### config.mk
export PLATFORM = sky130hd
export DESIGN_NAME = mr_exec
export DESIGN_NICKNAME = d
export VERILOG_FILES = /design/src/design/mr_pkg.sv /design/src/design/mr_exec.sv /design/src/design/mr_decode.sv
export SDC_FILE = /design/constraint.sdc
export NUM_CORES = 1
export LEC_CHECK = 0
export BUFFER_PORTS_ARGS = -buffer_cell sky130_fd_sc_hd__buf_2
export CORE_MARGIN = 3
export CORE_UTILIZATION = 46
export CTS_CLUSTER_SIZE = 14
export DETAILED_ROUTE_END_ITERATION = 10
export PLACE_DENSITY = 0.76
export SYNTH_ARGS = -nofsm -noshare
export SYNTH_HDL_FRONTEND = slang
export SYNTH_SLANG_ARGS = --single-unit
### constraint.sdc
create_clock -name mclk -period 1.7 [get_ports mclk]
set_input_delay 0.085 -clock mclk [delete_from_list [all_inputs] [get_ports mclk]]
set_output_delay 0.085 -clock mclk [all_outputs]
set_load 0.01 [all_outputs]
### src/design/mr_pkg.sv
// Shared constants and types for the move-and-return execution block.
// Assumes one clock (mclk) and a 14-bit instruction word fetched by the core.
package mr_pkg;

    // ==========================================================
    // Widths
    // ==========================================================
    localparam int WORD_W = 14;
    localparam int PC_W = 13;
    localparam int DATA_W = 8;
    localparam int FADDR_W = 7;

    // ==========================================================
    // Timing
    // ==========================================================
    // Oscillator clocks per instruction cycle.
    localparam int CYCLE_DIV = 4;
    localparam int DIV_W = $clog2(CYCLE_DIV);

    // ==========================================================
    // Reset values
    // ==========================================================
    localparam logic [PC_W-1:0] PC_RESET = 13'h0000;
    localparam logic [DATA_W-1:0] ACC_RESET = 8'h00;
    localparam logic INT_ENABLE_RESET = 1'b0;
    // Position of the global interrupt enable in the interrupt control register.
    localparam int INT_ENABLE_BIT = 7;

    // ==========================================================
    // Opcode patterns, as mask and match
    // ==========================================================
    localparam logic [WORD_W-1:0] OP_STORE_MASK = 14'h3F80;
    localparam logic [WORD_W-1:0] OP_STORE_MATCH = 14'h0080;
    localparam logic [WORD_W-1:0] OP_LIT_MASK = 14'h3C00;
    localparam logic [WORD_W-1:0] OP_LOADLIT_MATCH = 14'h3000;
    localparam logic [WORD_W-1:0] OP_RETLIT_MATCH = 14'h3400;
    localparam logic [WORD_W-1:0] OP_NOP_MASK = 14'h3F9F;
    localparam logic [WORD_W-1:0] OP_NOP_MATCH = 14'h0000;
    localparam logic [WORD_W-1:0] OP_RETINT_MATCH = 14'h0009;

    // ==========================================================
    // Types
    // ==========================================================
    typedef enum logic [2:0] {
        MR_OP_NOP,
        MR_OP_STORE,
        MR_OP_LOADLIT,
        MR_OP_RETINT,
        MR_OP_RETLIT,
        MR_OP_OTHER
    } mr_op_t;

    typedef struct packed {
        mr_op_t op;
        logic [DATA_W-1:0] literal;
        logic [FADDR_W-1:0] faddr;
    } mr_dec_t;

    typedef struct packed {
        logic valid;
        logic [WORD_W-1:0] word;
    } mr_instr_t;

    typedef struct packed {
        logic we;
        logic [FADDR_W-1:0] addr;
        logic [DATA_W-1:0] data;
    } mr_fwrite_t;

    typedef enum logic [0:0] {
        MR_ST_EXEC,
        MR_ST_FLUSH
    } mr_phase_t;

    typedef struct packed {
        mr_phase_t phase;
        logic [DIV_W-1:0] div;
        logic [PC_W-1:0] pc;
        logic [DATA_W-1:0] acc;
        logic int_en;
        mr_fwrite_t fw;
        logic pop;
        logic retired;
        logic unsupported;
    } mr_state_t;

endpackage

### src/design/mr_exec.sv
// Execution unit for store, literal load, no-operation and the two returns.
// Assumes the core's stack presents its top entry and pops on a one-cycle
// pulse, and that the file register space accepts a one-cycle write strobe.
//
// Contract
// - Store copies accumulator to file, flags kept.
// - Literal load puts immediate in accumulator.
// - Interrupt return pops stack into PC, two cycles.
// - Interrupt return sets global interrupt enable.
// - Literal return writes immediate to accumulator.
// - Literal return pops stack, two cycles.
module mr_exec #(
    parameter int CYCLE_DIV = mr_pkg::CYCLE_DIV
) (
    // Clock and reset
    input wire logic mclk,
    input wire logic reset_n,
    // Instruction fetch
    input mr_pkg::mr_instr_t instr,
    output logic instr_ready,
    output logic [mr_pkg::PC_W-1:0] pc,
    // Hardware stack
    input wire logic [mr_pkg::PC_W-1:0] top_of_stack_entry,
    output logic stack_pop,
    // File register write
    output mr_pkg::mr_fwrite_t file_write,
    // Accumulator and interrupt control
    output logic [mr_pkg::DATA_W-1:0] accumulator,
    input wire logic int_enable_clear,
    output logic global_interrupt_enable,
    // Status
    output logic instr_cycle,
    output logic retired,
    output logic unsupported
);

    localparam logic [mr_pkg::DIV_W-1:0] DIV_LAST = mr_pkg::DIV_W'(CYCLE_DIV - 1);

    mr_pkg::mr_state_t s_reg;
    mr_pkg::mr_state_t s_next;
    mr_pkg::mr_dec_t dec;
    logic cycle_en;

    // ==========================================================
    // Decoder
    // ==========================================================
    mr_decode i_mr_decode (
        .word(instr.word),
        .dec(dec)
    );

    // ==========================================================
    // Next state
    // ==========================================================
    assign cycle_en = (s_reg.div == DIV_LAST);

    always_comb begin
        s_next = s_reg;
        s_next.fw.we = 1'b0;
        s_next.pop = 1'b0;
        s_next.retired = 1'b0;
        s_next.unsupported = 1'b0;
        if (cycle_en) begin
            s_next.div = '0;
        end else begin
            s_next.div = s_reg.div + 1'b1;
        end
        // A clear from interrupt entry; an interrupt return in the same cycle overrides it.
        if (int_enable_clear) begin
            s_next.int_en = 1'b0;
        end
        if (cycle_en) begin
            case (s_reg.phase)
                mr_pkg::MR_ST_EXEC: begin
                    if (instr.valid) begin
                        s_next.retired = 1'b1;
                        s_next.pc = s_reg.pc + 1'b1;
                        case (dec.op)
                            mr_pkg::MR_OP_STORE: begin
                                s_next.fw.we = 1'b1;
                                s_next.fw.addr = dec.faddr;
                                s_next.fw.data = s_reg.acc;
                            end
                            mr_pkg::MR_OP_LOADLIT: begin
                                s_next.acc = dec.literal;
                            end
                            mr_pkg::MR_OP_RETINT: begin
                                s_next.pc = top_of_stack_entry;
                                s_next.pop = 1'b1;
                                s_next.int_en = 1'b1;
                                s_next.phase = mr_pkg::MR_ST_FLUSH;
                            end
                            mr_pkg::MR_OP_RETLIT: begin
                                s_next.acc = dec.literal;
                                s_next.pc = top_of_stack_entry;
                                s_next.pop = 1'b1;
                                s_next.phase = mr_pkg::MR_ST_FLUSH;
                            end
                            mr_pkg::MR_OP_NOP: begin
                            end
                            default: begin
                                s_next.unsupported = 1'b1;
                            end
                        endcase
                    end
                end
                default: begin
                    // Second cycle of a return: the word fetched meanwhile is dropped.
                    s_next.phase = mr_pkg::MR_ST_EXEC;
                end
            endcase
        end
    end

    // ==========================================================
    // State register
    // ==========================================================
    always_ff @(posedge mclk or negedge reset_n) begin
        if (!reset_n) begin
            s_reg.phase <= mr_pkg::MR_ST_EXEC;
            s_reg.div <= '0;
            s_reg.pc <= mr_pkg::PC_RESET;
            s_reg.acc <= mr_pkg::ACC_RESET;
            s_reg.int_en <= mr_pkg::INT_ENABLE_RESET;
            s_reg.fw <= '0;
            s_reg.pop <= 1'b0;
            s_reg.retired <= 1'b0;
            s_reg.unsupported <= 1'b0;
        end else begin
            s_reg <= s_next;
        end
    end

    // ==========================================================
    // Outputs
    // ==========================================================
    assign instr_ready = cycle_en && (s_reg.phase == mr_pkg::MR_ST_EXEC);
    assign instr_cycle = cycle_en;
    assign pc = s_reg.pc;
    assign stack_pop = s_reg.pop;
    assign file_write = s_reg.fw;
    assign accumulator = s_reg.acc;
    assign global_interrupt_enable = s_reg.int_en;
    assign retired = s_reg.retired;
    assign unsupported = s_reg.unsupported;

endmodule

### src/design/mr_decode.sv
// Combinational decoder for the move-and-return instruction group.
// Assumes the word is stable for the instruction cycle in which it is read.
module mr_decode (
    // Instruction word
    input wire logic [mr_pkg::WORD_W-1:0] word,
    // Decoded fields
    output mr_pkg::mr_dec_t dec
);

    // ==========================================================
    // Decode
    // ==========================================================
    // Unused literal-form bits are assembled as zeros, but the decoder masks
    // them out so that any value there still executes the same way.
    always_comb begin
        dec.literal = word[mr_pkg::DATA_W-1:0];
        dec.faddr = word[mr_pkg::FADDR_W-1:0];
        if ((word & mr_pkg::OP_STORE_MASK) == mr_pkg::OP_STORE_MATCH) begin
            dec.op = mr_pkg::MR_OP_STORE;
        end else if ((word & mr_pkg::OP_LIT_MASK) == mr_pkg::OP_LOADLIT_MATCH) begin
            dec.op = mr_pkg::MR_OP_LOADLIT;
        end else if ((word & mr_pkg::OP_LIT_MASK) == mr_pkg::OP_RETLIT_MATCH) begin
            dec.op = mr_pkg::MR_OP_RETLIT;
        end else if (word == mr_pkg::OP_RETINT_MATCH) begin
            dec.op = mr_pkg::MR_OP_RETINT;
        end else if ((word & mr_pkg::OP_NOP_MASK) == mr_pkg::OP_NOP_MATCH) begin
            dec.op = mr_pkg::MR_OP_NOP;
        end else begin
            dec.op = mr_pkg::MR_OP_OTHER;
        end
    end

endmodule

# Yosys cells after proc, flatten, opt, wreduce, memory -nomap -nowiden
# Index checks and enable logic that the tools add are counted.
# op_classes
n_eq_ne,9
add_sub_neg,2
reduce_logical,9
mux,17
bitwise,1
# op_table
op,count
$mux W20,3
$mux W16,1
$mux W3,5
$eq A14 B4 Y1 const B,1
$logic_not A14 Y1,1
$add A13 B1 Y13 const B,1
$mux W13,1
$eq A4 B4 Y1 const B,2
$reduce_and A4 Y1,2
$eq A7 B1 Y1 const B,1
$eq A3 B2 Y1 const B,2
$mux W1,6
$reduce_or A5 Y1,1
$reduce_or A2 Y1,2
$eq A3 B1 Y1 const B,1
$eq A3 B3 Y1 const B,1
$logic_not A3 Y1,1
$reduce_and A3 Y1,1
$add A2 B1 Y2 const B,1
$eq A2 B2 Y1 const B,1
$mux W2,1
$logic_and A1 B1 Y1,1
$not A1 Y1,1
# word_totals
out_inout_bits,43
wordCells,49
regBits,44
in_bits,31

# Logic depth before layout (Yosys ltp)
# Gate-level depths: netlist of run 1.
# logic_depth
ltp_word,12
mapped_depth,7
mapped_depth_nobuf,6

# By module
# A second synthesis of run 1 with hierarchy kept.
# hier_totals
hier_cells,230
hier_area_um2,2513.7
# by_module_without_submodules
module,instances,seq_area_each_um2,cells_per_inst,area_per_inst_um2
mr_exec,1,1101.1,202,2282.2
mr_decode,1,0.0,28,231.5

# Worst setup path before layout of run 1
# Ideal clock, no wire load.
# synth_path
path_kind,reg-to-reg
start,register s_reg[41] (netlist bit)
end,"register s_reg, in the netlist file_write[10]"
slack_ns,-0.048
setup_time_ns,0.125
required_ns,1.575
arrival_time_ns,1.624
path_stages_with_launch,7
synth_period_minus_slack_ns,1.748
path_cell_list,dfrtp_1 > ha_1 > nand3b_2 > nor2_1 > nand3_2 > buf_2 > mux2_2
# synth_via
elab_chain_len,2
# synth_lines
element,line_no,text
"start, declared",mr_exec.sv:39,mr_pkg::mr_state_t s_reg;
"start signal, assigned",mr_exec.sv:130,s_reg <= s_next;
$eq A2 B2 Y1,mr_exec.sv:55,assign cycle_en = (s_reg.div == DIV_LAST);
named net instr_cycle,mr_exec.sv:32,"output logic instr_cycle,"
$reduce_and A4 Y1 (no line),--,
# The timed path passes the listed nets, and every way through them passes these cells.
# A chain may end at the register's enable or synchronous reset.

# Worst setup path in the final report of run 1
# layout_path
start,register pc[5] (netlist name)
end,register pc[11] (netlist name)
# layout_via
elab_chain_len,2
# layout_lines
element,line_no,text
$add A13 B1 Y13,mr_exec.sv:77,s_next.pc = s_reg.pc + 1'b1;
$mux W13,mr_exec.sv:78,case (dec.op)
# No other way between the ends.

==> impl_metrics.env, run 1 <==
export IMPL_slowest_delay_ps=410
export IMPL_gr_total_overflow=0
export IMPL_min_path_cells=3
export IMPL_cts_setup_buffers=0
export IMPL_dp_cells=320
export IMPL_required_ps=1920
export IMPL_cap_violations=0
export IMPL_largest_reg_flops=16
export IMPL_r2r_start="pc[5]"
export IMPL_fillers=445
export IMPL_io_pins=74
export IMPL_row_count=25
export IMPL_vias=1704
export IMPL_drive_gt1_share_pct=50.57
export IMPL_io_buffers=73
export IMPL_reg2reg_slack_ps=120
export IMPL_setup_worst_path_start_class="register"
export IMPL_regToRegEndpoint="pc[11]"
export IMPL_n_antenna_cell=0
export IMPL_p_leak_nw=1.419
export IMPL_peakVddDrop_mv=0.3622
export IMPL_swShare_pct=28.10
export IMPL_ys_seq_elements=44
export IMPL_synth_main_ff_cell="dfrtp_1"
export IMPL_crit_slowest_cell="dfrtp_1"
export IMPL_ant_nets=0
export IMPL_cp_startpoint="pc[5]"
export IMPL_setup_tns_ps=0
export IMPL_core_mm2=0.004817
export IMPL_initial_core_util_pct=48.81
export IMPL_firstDrtPassIters=4
export IMPL_numCtsBuffers=5
export IMPL_critical_path_class="reg -> reg"
export IMPL_cellPowerDensity_mw_per_mm2=932.2
export IMPL_synth_edf_count=0
export IMPL_clock_latency_ps=290
export IMPL_syn_area_mm2=0.002351
export IMPL_ys_warn_count=0
export IMPL_dp_hpwl_mm=3.789
export IMPL_grt_util_all_layers_pct=17.75
export IMPL_avgViaCountPerCell=5.164
export IMPL_remaining_drc_errors=0
export IMPL_layout_nets=295
export IMPL_min_period_over_period_pct=93.06
export IMPL_cp_end_kind="register"
export IMPL_finalHoldViolations=0
export IMPL_syn_inst=212
export IMPL_rsz0062_at_grt="false"
export IMPL_outcome="finished, final reports clean"
export IMPL_setup_violations=0
export IMPL_htree_num_levels=2
export IMPL_wirelength_mm=5.027
export IMPL_cts_max_path_buffers=2
export IMPL_cp_max_fo=4
export IMPL_fmax_ghz=0.6321
export IMPL_syn2layout_area_growth_pct=16.60
export IMPL_wire_per_inst_um=15.23
export IMPL_cts_root_buf="clkbuf_8"
export IMPL_cp_arrival_ps=1800
export IMPL_cts_tree="yes"
export IMPL_power_switching_mw=0.7181
export IMPL_intPower_mw=1.837
export IMPL_avgSynthCellArea_um2=11.09
export IMPL_r2r_cells=5
export IMPL_numClockSinks=44
export IMPL_path_cells="nand4_1 > nor2_1 > nand3_1 > or3_1 > o211ai_1"
export IMPL_hold_class="in -> reg"
export IMPL_worst_pin_slew_ps=488.2
export IMPL_p_comb_share_pct=18.5
export IMPL_post_route_min_period_ps=1582
export IMPL_grt_pass1_wl_mm=8.459
export IMPL_cp_endpoint="pc[11]"
export IMPL_pwr_share_clk_pct=33.0
export IMPL_slew_headroom_pct=67.45
export IMPL_seqPwrFrac_pct=48.5
export IMPL_clkTransAtPathRegs_ps=90
export IMPL_seq_area_frac_synth_pct=46.83
export IMPL_die_w_um=77.49
export IMPL_grt_max_degree=23
export IMPL_antenna_found_initial=0
export IMPL_die_h_um=77.49
export IMPL_place_gp_congestion=0.8696
export IMPL_grt_pass1_vias=1708
export IMPL_synth_distinct_cells=42
export IMPL_dieArea_mm2=0.006005
export IMPL_synth_fp_nets=245
export IMPL_async_flop_share_pct=100.0
export IMPL_slew_violations=0
export IMPL_finalClockSkew_ps=7.307
export IMPL_instances_no_fill=330
export IMPL_drt_iter0_drc=91
## worst min-delay path by stage
stage,from,end
5_1_grt,top_of_stack_entry[1],pc[1]
2_1_floorplan,reset_n,accumulator[0]
6_report,top_of_stack_entry[1],pc[1]
4_1_cts,top_of_stack_entry[1],pc[1]
3_5_place_dp,reset_n,accumulator[1]
3_3_place_gp,reset_n,global_interrupt_enable
## critical path: cells and delay by family (launching register included)
kind / cells / cell delay (ps)
simple gates: 4 / 1000
compound gates: 1 / 90
flops: 1 / 410
## cells by family (layout without fill, tap and decap cells)
family,after synthesis,count (layout),share of synthesized area [%]
adders and majority gates,2,2,1.064
and+or+nand+nor,59,59,15.65
DFF,44,44,46.83
AOI/OAI and AO/OA,32,32,9.740
buffers and inverters,50,101,14.85
muxes,25,25,11.87
## Yosys cell counts, types with 2 or more instances
| cell | instances | share of area [%] |
|---|---|---|
| a22oi_1 | 3 | 0.96 |
| buf_2 | 3 | 0.64 |
| o21a_1 | 2 | 0.64 |
| nor2b_1 | 2 | 0.53 |
| a21oi_1 | 4 | 0.85 |
| and3_1 | 4 | 1.1 |
| a211o_1 | 3 | 1.1 |
| o21ai_0 | 4 | 0.85 |
| nor2_1 | 9 | 1.4 |
| nand3_1 | 17 | 3.6 |
| or3_1 | 3 | 0.80 |
| mux2i_1 | 2 | 0.85 |
| inv_1 | 5 | 0.80 |
| a2bb2oi_1 | 3 | 1.1 |
| dfrtp_1 | 44 | 47 |
| nor4_4 | 2 | 1.8 |
| a21oi_2 | 3 | 1.1 |
| nand2_1 | 9 | 1.4 |
| nand4_1 | 3 | 0.80 |
| clkbuf_1 | 2 | 0.32 |
| o22ai_1 | 5 | 1.3 |
| ha_1 | 2 | 1.1 |
| buf_4 | 37 | 12 |
| mux2_2 | 23 | 11 |
## power groups by stage
stage / registers, mW / clock network (mW) / logic, mW
6_report: 1.24 / 0.844 / 0.472
5_1_grt: 1.26 / 0.900 / 0.528
4_1_cts: 1.24 / 0.862 / 0.475
3_5_place_dp: 1.26 / 0 / 0.468
3_3_place_gp: 1.26 / 0 / 0.461
2_1_floorplan: 1.23 / 0 / 0.395
## cells in the final DEF (no fill, tap or decap), types with 5 or more instances in the layout
| cell | netlist | layout |
|---|---|---|
| nand3_1 | 17 | 17 |
| buf_2 | 3 | 73 |
| nor2_1 | 9 | 7 |
| dfrtp_1 | 44 | 44 |
| mux2_2 | 23 | 23 |
| nand2_1 | 9 | 9 |
| inv_1 | 5 | 5 |
| buf_4 | 37 | 10 |
| clkbuf_8 | 0 | 6 |
| o22ai_1 | 5 | 5 |
## cell type report
class | instances | area, µm² | share of cell area (%)
well taps | 67 | 83.83 | 3.058
multi-input cells | 118 | 917.1 | 33.46
inverters | 6 | 26.28 | 0.9585
repair buffers | 87 | 491.7 | 17.94
clock buffers | 6 | 82.58 | 3.012
clock inverters | 2 | 38.79 | 1.415
flip-flops and latches | 44 | 1101 | 40.16
## through the flow
step	hold WS [ps]	utilization (%)	total power, mW	area [µm²]	setup slack, ps
after floorplan	-210.6	-	1.630	2356	25.97
after global placement	76.71	53.58	1.716	2581	70.66
after detailed placement	71.05	53.58	1.727	2581	32.36
after CTS	30.93	56.52	2.576	2723	24.95
after global routing	44.30	56.91	2.684	2741	9.098
final	36.79	56.91	2.555	2741	118.0
## metal layers
metal  global-route usage, %  share of wire [%]  vias to the layer above
li1                        -                  -                      818
met1                   23.43                 43                      825
met2                   28.67                 51                       52
met3                   3.364                4.2                        9
met4                   7.295                1.8                        0
met5                       0                  0                        -
## what timing repair did
| action | 4_1_cts | 5_1_grt |
|---|---|---|
| hold endpoints to repair | 21 | 0 |
| endpoints found under the setup margin | 0 | 9 |
| hold buffers | 2 | 0 |
| gates resized for setup | 0 | 4 |
Power figures use the tool's default switching activity.
==> run 2, diff against run 1 <==
Settings changed: CORE_UTILIZATION 46 to 48, CTS_BUF_LIST set to sky130_fd_sc_hd__clkbuf_8, PLACE_DENSITY 0.76 to 0.79.
==> run 2 against run 1 <==
Net effect:
- via count increased by 0.53%
- first-iteration DRC count grew 41%
- register-to-register slack worse by 30 ps
- clock skew is 3.4 ps lower
- count of clock-buffer cells in the layout decreased by 1
- largest power group unchanged
- highest routed layer unchanged
==> impl_metrics.env, run 2 (synthesis gave the netlist of run 1 again) <==
export IMPL_vias=1713
export IMPL_io_buffers=73
export IMPL_avgViaCountPerCell=5.223
export IMPL_die_w_um=75.99
export IMPL_cts_root_buf="clkbuf_8"
export IMPL_pwr_share_clk_pct=34.9
export IMPL_critical_path_class="reg -> reg"
export IMPL_outcome="finished, final reports clean"
export IMPL_finalWorstSetupSlack_ps=84.70
export IMPL_final_common_cell="buf_2"
export IMPL_grt_pass1_wl_mm=8.307
export IMPL_cp_max_fo=9
export IMPL_initial_core_util_pct=51.85
export IMPL_post_route_min_period_ps=1615
export IMPL_largest_reg_flops=16
export IMPL_layout_nets=296
export IMPL_post_place_ws_ps=47.71
export IMPL_r2r_start="s_reg[41]"
export IMPL_slew_violations=0
export IMPL_grt_pass1_vias=1687
export IMPL_place_area_mm2=0.002574
export IMPL_finalClockSkew_ps=3.942
export IMPL_cp_end_kind="register"
export IMPL_fin_area_mm2=0.002734
export IMPL_p_comb_share_pct=18.3
export IMPL_grt_max_degree=28
export IMPL_syn2layout_area_growth_pct=16.29
export IMPL_r2r_cells=6
export IMPL_numCtsBuffers=5
export IMPL_dp_hpwl_mm=3.769
export IMPL_firstDrtPassIters=4
export IMPL_final_cell_mix="buf_2, dfrtp_1, mux2_2"
export IMPL_cellPowerDensity_mw_per_mm2=965.5
export IMPL_htree_num_levels=2
export IMPL_fillers=382
export IMPL_whs_endpoint="pc[1]"
export IMPL_numClockSinks=44
export IMPL_io_pins=74
export IMPL_required_ps=1880
export IMPL_wire_per_inst_um=14.96
export IMPL_regToRegEndpoint="file_write[0]"
export IMPL_setup_worst_path_start_class="register"
export IMPL_gr_total_overflow=0
export IMPL_min_period_over_period_pct=95.02
export IMPL_place_gp_congestion=0.8624
export IMPL_clock_latency_ps=290
export IMPL_fmax_ghz=0.6191
export IMPL_ant_nets=0
export IMPL_min_path_cells=3
export IMPL_seqPwrFrac_pct=46.8
export IMPL_hp_start="top_of_stack_entry[1]"
export IMPL_die_h_um=75.99
export IMPL_whs_ps=30.91
export IMPL_peakVddDrop_mv=0.4869
export IMPL_n_antenna_cell=0
export IMPL_remaining_drc_errors=0
export IMPL_p_leak_nw=1.420
export IMPL_clkTransAtPathRegs_ps=80
export IMPL_wirelength_mm=4.907
export IMPL_cts_max_path_buffers=2
export IMPL_hold_class="in -> reg"
export IMPL_worst_pin_slew_ps=600.3
export IMPL_reg2reg_slack_ps=80
export IMPL_cp_arrival_ps=1790
export IMPL_row_count=24
export IMPL_intPower_mw=1.940
export IMPL_grt_util_all_layers_pct=17.88
export IMPL_swShare_pct=26.50
export IMPL_cts_tree="yes"
export IMPL_dieArea_mm2=0.005774
export IMPL_cts_setup_buffers=0
export IMPL_slew_headroom_pct=59.98
export IMPL_finalHoldViolations=0
export IMPL_core_mm2=0.004534
export IMPL_power_switching_mw=0.6996
export IMPL_antenna_found_initial=0
export IMPL_cap_violations=0
export IMPL_drt_iter0_drc=128
export IMPL_setup_violations=0
export IMPL_drive_gt1_share_pct=50.19
## run 2: changes by cell type in the layout (fill, tap and decap cells not counted)
cell	before	now
buf_4	10	13
buf_6	1	0
clkbuf_8	6	5
bufinv_16	1	2
clkinv_4	1	0
clkinvlp_4	1	0
clkinv_1	0	1
buf_12	1	0
## run 2: critical path: stages (launching register included)
cell      delay (ps)
dfrtp_1          370
ha_2             250
nand3b_4         120
nor2_2           170
nand3_2          120
buf_4            190
mux2_2           280
## run 2: per-layer routing
metal | vias up | wire [µm] | track usage (%)
met2 | 48 | 2491 | 29.08
li1 | 817 | - | -
met5 | - | 0 | 0
met1 | 839 | 2090 | 22.89
met4 | 0 | 101 | 7.609
met3 | 9 | 223 | 4.255
## run 2: power by group through the flow
stage          logic, mW  registers (mW)  clock network, mW
6_report           0.483            1.24              0.922
3_5_place_dp       0.480            1.26                  0
5_1_grt            0.536            1.25               1.01
4_1_cts            0.485            1.23              0.948
2_1_floorplan      0.395            1.23                  0
3_3_place_gp       0.474            1.25                  0
## run 2: area by class of cell
class                   count  area (µm²)  share of cell area, %
clock inverters             2       60.06                  2.197
clock buffers               5       68.82                  2.517
repair buffers             88       483.0                  17.67
multi-input cells         118       917.1                  33.55
flip-flops and latches     44        1101                  40.27
well taps                  65       81.33                  2.975
inverters                   6       22.52                 0.8238
## run 2: worst max-delay path by stage
stage / from / end / slack [ps] / cells past startpoint
finish: s_reg[41] / file_write[0] / 80 / 6
detailed placement: instr[7] / pc[3] / 50 / 6
global route: s_reg[41] / file_write[8] / -0.8 / 6
CTS: s_reg[41] / file_write[0] / 40 / 6
global placement: instr[8] / pc[4] / 130 / 6
floorplan: s_reg[41] / file_write[10] / 30 / 6
## run 2: stage by stage
step	utilization, %	power, mW	TNS (ps)	instances
CTS	60.04	2.667	0	328
finish	60.29	2.640	0	328
detailed placement	56.76	1.737	0	319
global route	60.29	2.792	-0.8122	328
floorplan	-	1.630	0	212
global placement	56.76	1.725	0	319
## run 2: timing repair
action,4_1_cts,5_1_grt
setup endpoints to repair,0,16
resized for setup,0,2
hold buffers,2,0
hold endpoints to repair,26,0
==> run 3, diff against run 2 <==
Settings changed: CORE_UTILIZATION 48 to 46, CTS_BUF_LIST sky130_fd_sc_hd__clkbuf_8 to sky130_fd_sc_hd__clkbuf_16, PLACE_DENSITY 0.79 to 0.76.
==> run 3 against run 2 <==
Net effect:
- first-iteration DRC count down 1.6%
- fmax up 2.1%
- design area up 1.9%
- setup slack better by 33 ps
- routed wire length up 2.1%
- die area up 4.0%
- critical path depth unchanged
- clock skew down 1.4 ps
- critical endpoint is now file_write[12]
- largest power group unchanged
==> impl_metrics.env, run 3 (synthesis gave the netlist of run 1 again) <==
export IMPL_power_switching_mw=0.7437
export IMPL_whs_ps=51.75
export IMPL_cellPowerDensity_mw_per_mm2=1002
export IMPL_die_w_um=77.49
export IMPL_avgViaCountPerCell=5.152
export IMPL_worst_pin_slew_ps=490.3
export IMPL_setup_worst_path_start_class="register"
export IMPL_post_place_ws_ps=32.36
export IMPL_grt_pass1_vias=1695
export IMPL_io_pins=74
export IMPL_initial_core_util_pct=48.81
export IMPL_min_period_over_period_pct=93.08
export IMPL_grt_util_all_layers_pct=17.38
export IMPL_slew_violations=0
export IMPL_row_count=25
export IMPL_htree_num_levels=2
export IMPL_fillers=436
export IMPL_remaining_drc_errors=0
export IMPL_seqPwrFrac_pct=44.5
export IMPL_dp_hpwl_mm=3.789
export IMPL_slew_headroom_pct=67.23
export IMPL_grt_util_met2_pct=28.41
export IMPL_finalClockSkew_ps=2.497
export IMPL_setup_violations=0
export IMPL_peakVddDrop_mv=0.4930
export IMPL_n_antenna_cell=0
export IMPL_hold_class="in -> reg"
export IMPL_layout_nets=295
export IMPL_wirelength_mm=5.012
export IMPL_gr_total_overflow=0
export IMPL_die_h_um=77.49
export IMPL_clkTransAtPathRegs_ps=60
export IMPL_swShare_pct=26.63
export IMPL_grtUsageMet1_pct=23.50
export IMPL_syn2layout_area_growth_pct=18.47
export IMPL_antenna_found_initial=0
export IMPL_drive_gt1_share_pct=49.81
export IMPL_intPower_mw=2.048
export IMPL_finalWorstSetupSlack_ps=117.7
export IMPL_p_comb_share_pct=16.9
export IMPL_final_cell_mix="buf_2, dfrtp_1, mux2_2"
export IMPL_fmax_ghz=0.6320
export IMPL_total_power_mw=2.792
export IMPL_outcome="finished, final reports clean"
export IMPL_p_leak_nw=1.439
export IMPL_cts_max_path_buffers=2
export IMPL_critical_path_class="reg -> reg"
export IMPL_numClockSinks=44
export IMPL_cp_end_kind="register"
export IMPL_cp_arrival_ps=1740
export IMPL_drt_iter0_drc=126
export IMPL_final_common_cell="buf_2"
export IMPL_finalHoldViolations=0
export IMPL_grt_max_degree=23
export IMPL_fin_util_pct=57.82
export IMPL_ant_nets=0
export IMPL_place_gp_congestion=0.8696
export IMPL_pwr_share_clk_pct=38.6
export IMPL_cts_root_buf="clkbuf_16"
export IMPL_busiest_layer="met2"
export IMPL_io_buffers=73
export IMPL_vias=1700
export IMPL_dieArea_mm2=0.006005
export IMPL_required_ps=1860
export IMPL_wire_per_inst_um=15.19
export IMPL_use_met3_pct=3.132
export IMPL_clock_latency_ps=280
export IMPL_cts_tree="yes"
export IMPL_grt_pass1_wl_mm=8.349
export IMPL_largest_reg_flops=16
export IMPL_cap_violations=0
export IMPL_post_route_min_period_ps=1582
export IMPL_firstDrtPassIters=4
export IMPL_core_mm2=0.004817
export IMPL_cp_max_fo=13
export IMPL_numCtsBuffers=5
run 3: final cells by class:
type / count / area [µm²] / area share (%)
tap: 67 / 83.83 / 3.010
sequential: 44 / 1101 / 39.53
timing repair buffer: 87 / 491.7 / 17.66
clock buffer: 5 / 125.1 / 4.492
inverter: 6 / 26.28 / 0.9434
multi-input combinational: 118 / 914.6 / 32.84
clock inverter: 3 / 42.54 / 1.527
run 3: power groups by stage:
| stage | Combinational, mW | Clock [mW] | Sequential [mW] |
|---|---|---|---|
| after floorplan | 0.395 | 0 | 1.23 |
| after global placement | 0.461 | 0 | 1.26 |
| after detailed placement | 0.468 | 0 | 1.26 |
| after CTS | 0.475 | 1.09 | 1.24 |
| after global routing | 0.526 | 1.13 | 1.26 |
| final | 0.471 | 1.08 | 1.24 |
run 3: worst max-delay path, cell delays in order, from the launching register on:
cell      delay, ps
dfrtp_1         360
ha_2            220
nand3b_4        120
nor2_2          170
nand3_2         140
buf_12          180
mux2_2          270
run 3: path summary, 6_finish.rpt:
kind / startpoint / end / slack (ps) / cells after the start
setup / recovery: s_reg[41] / file_write[12] / 120 / 6
hold / removal: top_of_stack_entry[1] / pc[1] / 50 / 3
setup reg to reg: s_reg[41] / file_write[12] / 120 / 6
hold reg to reg: s_reg[41] / s_reg[41] / 440 / 1
max in group asynchronous: reset_n / pc[10] / 810 / 3
min in group asynchronous: reset_n / accumulator[1] / 300 / 2
run 3: metal layers:
metal	share of wire (%)	up-vias	wire length (µm)
met5	0	-	0
met4	1.0	0	50
met3	3.7	4	185
met2	50	47	2505
met1	45	828	2272
li1	-	821	-
run 3: timing repair:
action                                  4_1_cts  5_1_grt
endpoints found under the hold margin        21        0
gates resized for setup                       0        3
setup buffers                                 0        0
hold buffers                                  2        0
endpoints found under the setup margin        0        7
run 3: metrics by stage:
step | setup TNS, ps | cells | instance area (µm²)
floorplan | 0 | 212 | 2356
global placement | 0 | 320 | 2581
detailed placement | 0 | 320 | 2581
CTS | 0 | 330 | 2769
global route | -16.61 | 330 | 2785
finish | 0 | 330 | 2785
